**config.mk**
```make
export PLATFORM = sky130hd
export DESIGN_NAME = tafm_top
export DESIGN_NICKNAME = d
export VERILOG_FILES = /design/src/rtl/tafm_pkg.sv /design/src/rtl/tafm_top.sv
export SDC_FILE = /design/constraint.sdc
export NUM_CORES = 2
export LEC_CHECK = 0
export BUFFER_PORTS_ARGS = -buffer_cell sky130_fd_sc_hd__buf_2
export CORE_MARGIN = 5
export CORE_UTILIZATION = 45
export CTS_CLUSTER_DIAMETER = 120
export CTS_CLUSTER_SIZE = 24
export DETAILED_ROUTE_END_ITERATION = 12
export PLACE_DENSITY_LB_ADDON = 0.12
export SLEW_MARGIN = 10
export SYNTH_ARGS = -nofsm -noshare
export SYNTH_HDL_FRONTEND = slang
export SYNTH_SLANG_ARGS = --single-unit
```
**constraint.sdc**
```tcl
create_clock -name pclk -period 10.3 [get_ports pclk]
set_input_delay 1.545 -clock pclk [delete_from_list [all_inputs] [get_ports pclk]]
set_output_delay 1.545 -clock pclk [all_outputs]
set_load 0.01 [all_outputs]
```
**src/rtl/tafm_pkg.sv**
```systemverilog
// Package with register map, field layout and decision carriers of the trunk/mirror forwarder
package tafm_pkg;
    localparam int NPORT = 10;
    localparam int NTRUNK = 8;
    localparam int NHASH = 8;
    localparam int PW = 4;
    localparam int AW = 12;

    localparam logic [AW-1:0] OFF_CTRL = 12'h000;
    localparam logic [AW-1:0] OFF_STAT = 12'h004;
    localparam logic [AW-1:0] OFF_FSRC_LO = 12'h010;
    localparam logic [AW-1:0] OFF_FSRC_HI = 12'h014;
    localparam logic [AW-1:0] OFF_FDST_LO = 12'h018;
    localparam logic [AW-1:0] OFF_FDST_HI = 12'h01C;
    localparam logic [AW-1:0] OFF_PMIR0 = 12'h020;
    localparam logic [AW-1:0] OFF_PMIR1 = 12'h024;
    localparam logic [AW-1:0] OFF_TMEMB = 12'h040;
    localparam logic [AW-1:0] OFF_THASH = 12'h100;
    localparam logic [AW-1:0] TMEMB_MASK = 12'hFE0;
    localparam logic [AW-1:0] THASH_MASK = 12'hF00;

    localparam int CTRL_HSEL = 0;
    localparam int CTRL_RING = 2;
    localparam int CTRL_MDROP = 3;
    localparam int CTRL_FLOW = 4;
    localparam int CTRL_RFLOW = 5;
    localparam int CTRL_AMIR = 6;
    localparam int CTRL_MPORT = 8;
    localparam logic [31:0] CTRL_RST = 32'h0000_0008;

    localparam int PMIR_SRC = 0;
    localparam int PMIR_EGR = 4;
    localparam int PMIR_DST = 8;
    localparam int PMIR_EN = 12;

    localparam logic [1:0] HK_BOTH = 2'h0;
    localparam logic [1:0] HK_SRC = 2'h1;
    localparam logic [1:0] HK_DST = 2'h2;
    localparam logic [1:0] HK_PORT = 2'h3;

    typedef struct packed {
        logic          mirror;
        logic          match_src;
    } tafm_mir_t;

    typedef struct packed {
        logic          valid;
        logic          unicast;
        logic [PW-1:0] src_port;
        logic [47:0]   src_mac;
        logic [47:0]   dst_mac;
        logic [PW-1:0] dst_port;
        logic          dst_trunk;
        logic [2:0]    dst_group;
        tafm_mir_t     src_ent;
        tafm_mir_t     dst_ent;
        logic [NPORT-1:0] vlan_members;
    } tafm_req_t;

    typedef struct packed {
        logic             valid;
        logic             drop;
        logic [NPORT-1:0] fwd_ports;
        logic [NPORT-1:0] mir_ports;
    } tafm_dec_t;
endpackage

```
**src/rtl/tafm_top.sv**
```systemverilog
// Forwarding decision with trunk resolution and mirroring, registers on APB
//
// The register addresses and the APB interface to the registers were chosen for this implementation.
`timescale 1ns/10ps
module tafm_top (
    input  wire logic                     pclk,
    input  wire logic                     presetn,
    input  wire logic                     psel,
    input  wire logic                     penable,
    input  wire logic                     pwrite,
    input  wire logic [tafm_pkg::AW-1:0]  paddr,
    input  wire logic [31:0]              pwdata,
    output logic      [31:0]              prdata,
    output logic                          pready,
    output logic                          pslverr,
    input  wire tafm_pkg::tafm_req_t      req,
    output tafm_pkg::tafm_dec_t           dec
);
    localparam int NP = tafm_pkg::NPORT;
    localparam int PW = tafm_pkg::PW;
    localparam int HW = 3;
    localparam int NSLICE = 48 / HW;

    // Fixed fold: same addresses always give the same index
    function automatic logic [2:0] fold48(input logic [47:0] v);
        logic [2:0] r;
        r = 3'h0;
        for (int i = 0; i < NSLICE; i++) begin
            r = r ^ v[HW*i +: HW];
        end
        return r;
    endfunction

    function automatic logic [NP-1:0] onehot(input logic [PW-1:0] p);
        logic [NP-1:0] r;
        r = '0;
        if (int'(p) < NP) begin
            r[p] = 1'b1;
        end
        return r;
    endfunction

    // Register storage
    logic [31:0]      ctrl_reg;
    logic [47:0]      fsrc_reg;
    logic [47:0]      fdst_reg;
    logic [12:0]      pmir_reg [2];
    logic [NP-1:0]    tmemb_reg [tafm_pkg::NTRUNK];
    logic [PW-1:0]    thash_reg [tafm_pkg::NTRUNK*tafm_pkg::NHASH];
    logic [15:0]      frames_reg;
    logic [15:0]      drops_reg;
    logic [31:0]      prdata_reg;
    logic             pready_reg;
    logic             pslverr_reg;
    tafm_pkg::tafm_dec_t dec_reg;
    tafm_pkg::tafm_dec_t dec_next;

    // APB decode
    wire logic        setup_ph = psel & ~penable;
    wire logic        wr_acc   = psel & penable & pready_reg & pwrite;
    wire logic        hit_ctrl = paddr == tafm_pkg::OFF_CTRL;
    wire logic        hit_stat = paddr == tafm_pkg::OFF_STAT;
    wire logic        hit_fsl  = paddr == tafm_pkg::OFF_FSRC_LO;
    wire logic        hit_fsh  = paddr == tafm_pkg::OFF_FSRC_HI;
    wire logic        hit_fdl  = paddr == tafm_pkg::OFF_FDST_LO;
    wire logic        hit_fdh  = paddr == tafm_pkg::OFF_FDST_HI;
    wire logic        hit_pm0  = paddr == tafm_pkg::OFF_PMIR0;
    wire logic        hit_pm1  = paddr == tafm_pkg::OFF_PMIR1;
    wire logic        hit_tm   = (paddr & tafm_pkg::TMEMB_MASK) == tafm_pkg::OFF_TMEMB;
    wire logic        hit_th   = (paddr & tafm_pkg::THASH_MASK) == tafm_pkg::OFF_THASH;
    wire logic [2:0]  tm_idx   = paddr[4:2];
    wire logic [5:0]  th_idx   = paddr[7:2];
    wire logic        hit_any  = hit_ctrl | hit_stat | hit_fsl | hit_fsh | hit_fdl
                                 | hit_fdh | hit_pm0 | hit_pm1 | hit_tm | hit_th;

    // Write strobes, one per register group
    wire logic        we_ctrl  = wr_acc & hit_ctrl;
    wire logic        we_fsl   = wr_acc & hit_fsl;
    wire logic        we_fsh   = wr_acc & hit_fsh;
    wire logic        we_fdl   = wr_acc & hit_fdl;
    wire logic        we_fdh   = wr_acc & hit_fdh;
    wire logic        we_pm0   = wr_acc & hit_pm0;
    wire logic        we_pm1   = wr_acc & hit_pm1;
    wire logic        we_tm    = wr_acc & hit_tm;
    wire logic        we_th    = wr_acc & hit_th;

    // Control fields
    wire logic [1:0]    hsel     = ctrl_reg[tafm_pkg::CTRL_HSEL +: 2];
    wire logic          ring     = ctrl_reg[tafm_pkg::CTRL_RING];
    wire logic          mdrop_en = ctrl_reg[tafm_pkg::CTRL_MDROP];
    wire logic          flow_en  = ctrl_reg[tafm_pkg::CTRL_FLOW];
    wire logic          rflow_en = ctrl_reg[tafm_pkg::CTRL_RFLOW];
    wire logic          amir_en  = ctrl_reg[tafm_pkg::CTRL_AMIR];
    wire logic [PW-1:0] mport    = ctrl_reg[tafm_pkg::CTRL_MPORT +: PW];

    // Hash key choice; port key refused outside ring operation
    wire logic [2:0] key_both = fold48(req.src_mac ^ req.dst_mac);
    wire logic [2:0] key_src  = fold48(req.src_mac);
    wire logic [2:0] key_dst  = fold48(req.dst_mac);
    wire logic [2:0] key_port = req.src_port[2:0];
    wire logic [2:0] hkey     = (hsel == tafm_pkg::HK_SRC) ? key_src :
                                (hsel == tafm_pkg::HK_DST) ? key_dst :
                                (hsel == tafm_pkg::HK_PORT && ring) ? key_port :
                                key_both;

    wire logic [NP-1:0] src_bit = onehot(req.src_port);

    // Mirror destinations set up in port mode
    wire logic          pm_en0  = pmir_reg[0][tafm_pkg::PMIR_EN];
    wire logic          pm_en1  = pmir_reg[1][tafm_pkg::PMIR_EN];
    wire logic [NP-1:0] pm_dst0 = onehot(pmir_reg[0][tafm_pkg::PMIR_DST +: PW]);
    wire logic [NP-1:0] pm_dst1 = onehot(pmir_reg[1][tafm_pkg::PMIR_DST +: PW]);
    wire logic [NP-1:0] mir_dst_set = (pm_en0 ? pm_dst0 : '0) | (pm_en1 ? pm_dst1 : '0);

    // Unicast path
    wire logic [NP-1:0] dtrunk = tmemb_reg[req.dst_group];
    wire logic [PW-1:0] uc_mem = thash_reg[{req.dst_group, hkey}];
    wire logic [PW-1:0] uc_port = req.dst_trunk ? uc_mem : req.dst_port;
    wire logic          uc_same = req.dst_trunk & |(dtrunk & src_bit);

    // Address and flow mirror triggers
    wire logic a_mir = amir_en & ((req.src_ent.mirror & req.src_ent.match_src)
                                | (req.dst_ent.mirror & ~req.dst_ent.match_src));
    wire logic f_fwd = flow_en & (req.src_mac == fsrc_reg) & (req.dst_mac == fdst_reg);
    wire logic f_rev = rflow_en & (req.src_mac == fdst_reg) & (req.dst_mac == fsrc_reg);

    // Source trunk of the ingress port, for multicast pruning
    logic [NP-1:0] src_trunk;
    logic [NP-1:0] mc_set;
    logic [NP-1:0] fwd_set;
    logic [NP-1:0] mir_set;
    logic          drop_c;

    always_comb begin
        src_trunk = src_bit;
        for (int t = 0; t < tafm_pkg::NTRUNK; t++) begin
            if (|(tmemb_reg[t] & src_bit)) begin
                src_trunk = src_trunk | tmemb_reg[t];
            end
        end
    end

    always_comb begin
        logic [NP-1:0] keep;
        keep = '0;
        mc_set = req.vlan_members;
        mc_set = mc_set & ~src_trunk;
        for (int t = 0; t < tafm_pkg::NTRUNK; t++) begin
            if (|(mc_set & tmemb_reg[t])) begin
                keep = onehot(thash_reg[t*tafm_pkg::NHASH + int'(hkey)]);
                mc_set = (mc_set & ~tmemb_reg[t]) | (mc_set & keep);
            end
        end
    end

    always_comb begin
        logic [NP-1:0] raw;
        raw = req.unicast ? onehot(uc_port) : mc_set;
        drop_c = req.unicast & uc_same;
        // Enabled port-mirror destinations never carry normal traffic; the mport output can
        fwd_set = drop_c ? '0 : (raw & ~mir_dst_set);
        mir_set = '0;
        if (a_mir || f_fwd || f_rev) begin
            mir_set = mir_set | onehot(mport);
        end
        for (int k = 0; k < 2; k++) begin
            if (pmir_reg[k][tafm_pkg::PMIR_EN]) begin
                // Egress match looks at the pruned set so trunk choice is honoured
                if (pmir_reg[k][tafm_pkg::PMIR_EGR]) begin
                    if (|(fwd_set & onehot(pmir_reg[k][tafm_pkg::PMIR_SRC +: PW]))) begin
                        mir_set = mir_set | onehot(pmir_reg[k][tafm_pkg::PMIR_DST +: PW]);
                    end
                end else if (req.src_port == pmir_reg[k][tafm_pkg::PMIR_SRC +: PW]) begin
                    mir_set = mir_set | onehot(pmir_reg[k][tafm_pkg::PMIR_DST +: PW]);
                end
            end
        end
        if (drop_c && !mdrop_en) begin
            mir_set = '0;
        end
        dec_next.valid     = req.valid;
        dec_next.drop      = req.valid & drop_c;
        dec_next.fwd_ports = req.valid ? fwd_set : '0;
        dec_next.mir_ports = req.valid ? mir_set : '0;
    end

    // Decision register: one cycle from request to answer, same for every flow
    always_ff @(posedge pclk or negedge presetn) begin
        if (!presetn) begin
            dec_reg <= '0;
        end else begin
            dec_reg <= dec_next;
        end
    end

    // Status counters show the block's own activity
    always_ff @(posedge pclk or negedge presetn) begin
        if (!presetn) begin
            frames_reg <= 16'h0000;
            drops_reg  <= 16'h0000;
        end else if (req.valid) begin
            frames_reg <= frames_reg + 16'h0001;
            if (drop_c) begin
                drops_reg <= drops_reg + 16'h0001;
            end
        end
    end

    // Register writes land at the access edge only
    always_ff @(posedge pclk or negedge presetn) begin
        if (!presetn) begin
            ctrl_reg <= tafm_pkg::CTRL_RST;
        end else if (we_ctrl) begin
            ctrl_reg <= pwdata;
        end
    end

    // Low and high words are independent, so software may write them in any order
    always_ff @(posedge pclk or negedge presetn) begin
        if (!presetn) begin
            fsrc_reg <= '0;
        end else begin
            if (we_fsl) begin
                fsrc_reg[31:0] <= pwdata;
            end
            if (we_fsh) begin
                fsrc_reg[47:32] <= pwdata[15:0];
            end
        end
    end

    always_ff @(posedge pclk or negedge presetn) begin
        if (!presetn) begin
            fdst_reg <= '0;
        end else begin
            if (we_fdl) begin
                fdst_reg[31:0] <= pwdata;
            end
            if (we_fdh) begin
                fdst_reg[47:32] <= pwdata[15:0];
            end
        end
    end

    // A new mirror destination applies from the next decision on
    always_ff @(posedge pclk or negedge presetn) begin
        if (!presetn) begin
            pmir_reg <= '{default: '0};
        end else begin
            if (we_pm0) begin
                pmir_reg[0] <= pwdata[12:0];
            end
            if (we_pm1) begin
                pmir_reg[1] <= pwdata[12:0];
            end
        end
    end

    // Trunk tables: member masks and hash entries
    always_ff @(posedge pclk or negedge presetn) begin
        if (!presetn) begin
            tmemb_reg <= '{default: '0};
            thash_reg <= '{default: '0};
        end else begin
            if (we_tm) begin
                tmemb_reg[tm_idx] <= pwdata[NP-1:0];
            end
            if (we_th) begin
                thash_reg[th_idx] <= pwdata[PW-1:0];
            end
        end
    end

    // Read mux
    logic [31:0] rd_val;
    always_comb begin
        rd_val = 32'h0000_0000;
        // Address decodes are disjoint, so the order of the tests does not matter
        if (hit_ctrl) begin
            rd_val = ctrl_reg;
        end
        if (hit_stat) begin
            rd_val = {drops_reg, frames_reg};
        end
        if (hit_fsl) begin
            rd_val = fsrc_reg[31:0];
        end
        if (hit_fsh) begin
            rd_val = {16'h0000, fsrc_reg[47:32]};
        end
        if (hit_fdl) begin
            rd_val = fdst_reg[31:0];
        end
        if (hit_fdh) begin
            rd_val = {16'h0000, fdst_reg[47:32]};
        end
        if (hit_pm0) begin
            rd_val = {19'h0_0000, pmir_reg[0]};
        end
        if (hit_pm1) begin
            rd_val = {19'h0_0000, pmir_reg[1]};
        end
        if (hit_tm) begin
            rd_val = {{(32-NP){1'b0}}, tmemb_reg[tm_idx]};
        end
        if (hit_th) begin
            rd_val = {{(32-PW){1'b0}}, thash_reg[th_idx]};
        end
    end

    // Answer in the access cycle; unmapped addresses error and read zero
    always_ff @(posedge pclk or negedge presetn) begin
        if (!presetn) begin
            pready_reg  <= 1'b0;
            pslverr_reg <= 1'b0;
            prdata_reg  <= 32'h0000_0000;
        end else begin
            pready_reg  <= setup_ph;
            pslverr_reg <= setup_ph & ~hit_any;
            prdata_reg  <= (setup_ph & ~pwrite) ? rd_val : 32'h0000_0000;
        end
    end

    assign prdata  = prdata_reg;
    assign pready  = pready_reg;
    assign pslverr = pslverr_reg;
    assign dec     = dec_reg;
endmodule

```
==> flow_metrics.env <==
export IMPL_post_cts_resized_instances=0
export IMPL_grt_pass1_wl_um=227000
export IMPL_power_per_cell_area_nw_per_um2=174
export IMPL_max_freq_mhz=105
export IMPL_cap_violations=0
export IMPL_use_met1=0.488
export IMPL_dominantRegCellSynth="dfrtp_1"
export IMPL_power_share_combinational=0.475
export IMPL_globalplace_congestion=1.03
export IMPL_tritoncts_clock_tree="yes"
export IMPL_reg2reg_setup_slack_ps=1770
export IMPL_antenna_violating_nets_post_route=0
export IMPL_top_post_synthesis_cells_by_area="dfrtp_1, mux2_2, mux4_2"
export IMPL_internal_power_mw=3.90
export IMPL_final_power_mw=6.93
export IMPL_worst_endpoint_arrival_ps=10100
export IMPL_sequential_cell_area_um2=14500
export IMPL_cts_max_path_buffers=3
export IMPL_synthesis_area_um2=36700
export IMPL_setup_worst_path_end_class="flop"
export IMPL_synth_seq_cells=578
export IMPL_synthesis_yosys_warnings=0
export IMPL_start_util=0.454
export IMPL_max_ir_drop_vdd_mv=0.239
export IMPL_postRouteWirelength_um=159000
export IMPL_coreArea_um2=80700
export IMPL_finClkSkew_ps=20.9
export IMPL_synthesis_nets=3549
export IMPL_timing_final_max_slew_violations=0
export IMPL_groute_usage_overall=0.352
export IMPL_number_of_global_route_vias_before_repair=31400
export IMPL_p_sw_frac=0.437
export IMPL_drt_first_iter_violations=3555
export IMPL_yosysUniqueCellTypes=109
export IMPL_timing_critical_path_slowest_cell_delay_ps=660
export IMPL_dp_hpwl_um=119000
export IMPL_detail_route_vias_per_cell=6.82
export IMPL_crit_path_start_kind="input port"
export IMPL_final_net_count=3696
export IMPL_cell_type_contributing_the_most_total_cell_area_after_synthesis="dfrtp_1"
export IMPL_grt_overflow_total=0
export IMPL_syn_instance_count=3374
export IMPL_cts_buffers_inserted=29
export IMPL_pwr_share_clk=0.191
export IMPL_fillers=7416
export IMPL_grt_util_met2=0.561
export IMPL_power_share_sequential=0.334
export IMPL_post_synth_cell_area_avg_um2=10.9
export IMPL_grt_setup_unrepaired="no"
export IMPL_path_clk_slew_ps=110
export IMPL_placed_cell_area_um2=39000
export IMPL_postCtsSetupRepairBufs=0
export IMPL_finalCriticalPeriod_ps=9510
export IMPL_gr_max_usage_layer="met2"
export IMPL_layout_cell_area_non_filler_um2=39900
export IMPL_cp_max_fo=27
export IMPL_max_slew_margin=0.182
export IMPL_grt_use_met3=0.0666
export IMPL_critPathRequiredTime_ps=10890
export IMPL_setup_viol=0
export IMPL_clock_sink_count=578
export IMPL_detailroute_via_count=31400
export IMPL_cts_root_buffer="clkbuf_16"
export IMPL_yosysSeqAreaShare=0.395
export IMPL_number_of_antenna_violations_at_the_first_check_in_global_routing=7
export IMPL_num_rows=104
export IMPL_final_core_util=0.494
export IMPL_tightest_slew_ps=1220
export IMPL_synth_async_sr_flop_share=1.00
export IMPL_critPathTopFamily="compound AO/OA/AOI/OAI gates"
export IMPL_report_final_hold_viol_count=0
export IMPL_post_route_period_util=0.923
export IMPL_largest_register_ffs=256
export IMPL_dr_pass1_iters=10
export IMPL_die_x_um=295
export IMPL_design_die_area_um2=87300
export IMPL_fp_dieH_um=295
export IMPL_area_delta_synth_final_pct=8.74
export IMPL_synth_edff_count=0
export IMPL_setup_total_negative_slack_ps=0
export IMPL_net_switching_power_mw=3.03
export IMPL_setup_worst_path_class="in -> reg"
export IMPL_clk_insertion_delay_late_ps=650
export IMPL_netlist_area_leader_share=0.394
export IMPL_htree_depth=1
export IMPL_ioPinCount=229
export IMPL_drive_above_1_share=0.282
export IMPL_result_of_the_run="finished, final reports clean"
export IMPL_placement_io_buffers=228
export IMPL_drcViolationCount=0
export IMPL_grt_max_degree=160
export IMPL_worst_path_buf_inv=1
export IMPL_power_leakage_nw=17.8
export IMPL_postCtsHoldBufs=0
export IMPL_hold_path_class="reg -> reg"
export IMPL_critical_path_slowest_cell="nor4_4"
export IMPL_total_area_of_multi_input_combinational_cells_um2=21100
export IMPL_drt_wirelength_per_cell_um=34.5
==> through the flow <==
stage | worst slack (ps) | hold WS (ps) | std cells
2_1_floorplan | 2450 | 442 | 3374
3_3_place_gp | 458 | 467 | 4550
3_5_place_dp | 390 | 461 | 4550
4_1_cts | 1050 | 484 | 4590
5_1_grt | 422 | 507 | 4592
6_report | 788 | 481 | 4597
==> cells in the final DEF, fill, tap and decap left out, drive strengths merged, types with 13 or more instances in the layout <==
| master | n |
|---|---|
| nand4 | 55 |
| inv | 106 |
| mux2i | 161 |
| mux2 | 483 |
| nand3b | 13 |
| o22ai | 63 |
| clkbuf | 36 |
| o41ai | 13 |
| mux4 | 124 |
| a22o | 28 |
| o2bb2ai | 18 |
| a21oi | 79 |
| a221oi | 43 |
| xor2 | 104 |
| a31oi | 16 |
| nand3 | 81 |
| and3 | 45 |
| a22oi | 76 |
| nor3 | 36 |
| and2 | 26 |
| nor4 | 48 |
| a222oi | 18 |
| nand2 | 250 |
| nor2 | 149 |
| a211oi | 34 |
| or3 | 14 |
| nand2b | 40 |
| o21ai | 134 |
| xnor2 | 140 |
| nor2b | 26 |
| buf | 303 |
| dfrtp | 577 |
==> logic make-up (layout without fill, tap and decap cells) <==
| kind of cell | after synthesis | count (layout) | share of synthesized area |
|---|---|---|---|
| and+or+nand+nor | 827 | 827 | 0.114 |
| AOI/OAI and AO/OA | 665 | 665 | 0.132 |
| DFF | 578 | 578 | 0.395 |
| xor gates and xnor gates | 244 | 244 | 0.0583 |
| adders and majority gates | 2 | 2 | 0.000682 |
| buffers and inverters | 290 | 446 | 0.0323 |
| other | 0 | 7 | 0 |
| muxes | 768 | 768 | 0.268 |
==> cell type report <==
type | count | share of cell area
multi-input cells | 2506 | 0.529
flip-flops and latches | 578 | 0.363
repair buffers | 303 | 0.0442
well taps | 1060 | 0.0333
clock buffers | 36 | 0.0189
inverters | 103 | 0.00970
clock inverters | 4 | 0.00173
diodes | 7 | 0.000439
==> worst paths after layout <==
check | from | endpoint | cells after the start
hold / removal | frames_reg[15]$_DFFE_PN0P_ | frames_reg[15]$_DFFE_PN0P_ | 1
min in group asynchronous | presetn | dec[8]$_DFF_PN0_ | 1
hold reg to reg | frames_reg[15]$_DFFE_PN0P_ | frames_reg[15]$_DFFE_PN0P_ | 1
setup / recovery | req[121] | dec[1]$_DFF_PN0_ | 28
setup reg to reg | tmemb_reg[68]$_DFFE_PN0P_ | dec[1]$_DFF_PN0_ | 26
max in group asynchronous | presetn | fsrc_reg[46]$_DFFE_PN0P_ | 3
==> layer usage <==
layer | part of all wire | vias up
met4 | 0.042 | 6
met5 | 0.00026 | -
li1 | - | 13000
met1 | 0.42 | 16200
met2 | 0.46 | 1738
met3 | 0.087 | 357
==> synthesized netlist by cell type (31+ instances only) <==
cell type / instances
dfrtp_1: 577
o22ai_1: 62
inv_1: 102
xor2_1: 104
nand4_1: 55
clkbuf_1: 125
and3_1: 45
a21oi_1: 79
a221oi_1: 42
xnor2_1: 140
nand2_1: 248
nand2b_1: 40
a211oi_1: 31
mux2_2: 480
nor2_1: 148
nor3_1: 35
mux4_2: 124
nand3_1: 80
o21ai_0: 126
a22oi_1: 75
nor4_1: 45
mux2i_1: 161
==> worst register-to-register path, stage by stage (launching register included) <==
cell and delay [ps]:
dfrtp_1 600, mux2_1 380, a222oi_1 330, o211ai_1 440, a221oi_1 530, and3_1 340
a22oi_1 140, a41oi_2 170, a221o_2 210, nand2_1 70, a41oi_1 350, nor4b_1 110
a221o_2 360, nor4_4 660, o21ai_1 300, a211oi_2 480, a22oi_2 210, a21oi_1 330
o22ai_1 170, nor4_2 330, nand3_2 290, a22oi_1 440, o22ai_1 190, a311oi_1 300
a41oi_2 210, nor3_2 350, a22o_1 200
==> power groups by stage <==
stage                     clock [mW]  combinational [mW]  sequential [mW]
after floorplan                    0                1.90             2.35
after global placement             0                3.18             2.35
after detailed placement           0                3.19             2.36
after CTS                       1.35                3.20             2.31
after global routing            1.42                3.40             2.32
final                           1.32                3.29             2.31
Power figures use the tool's default switching activity.
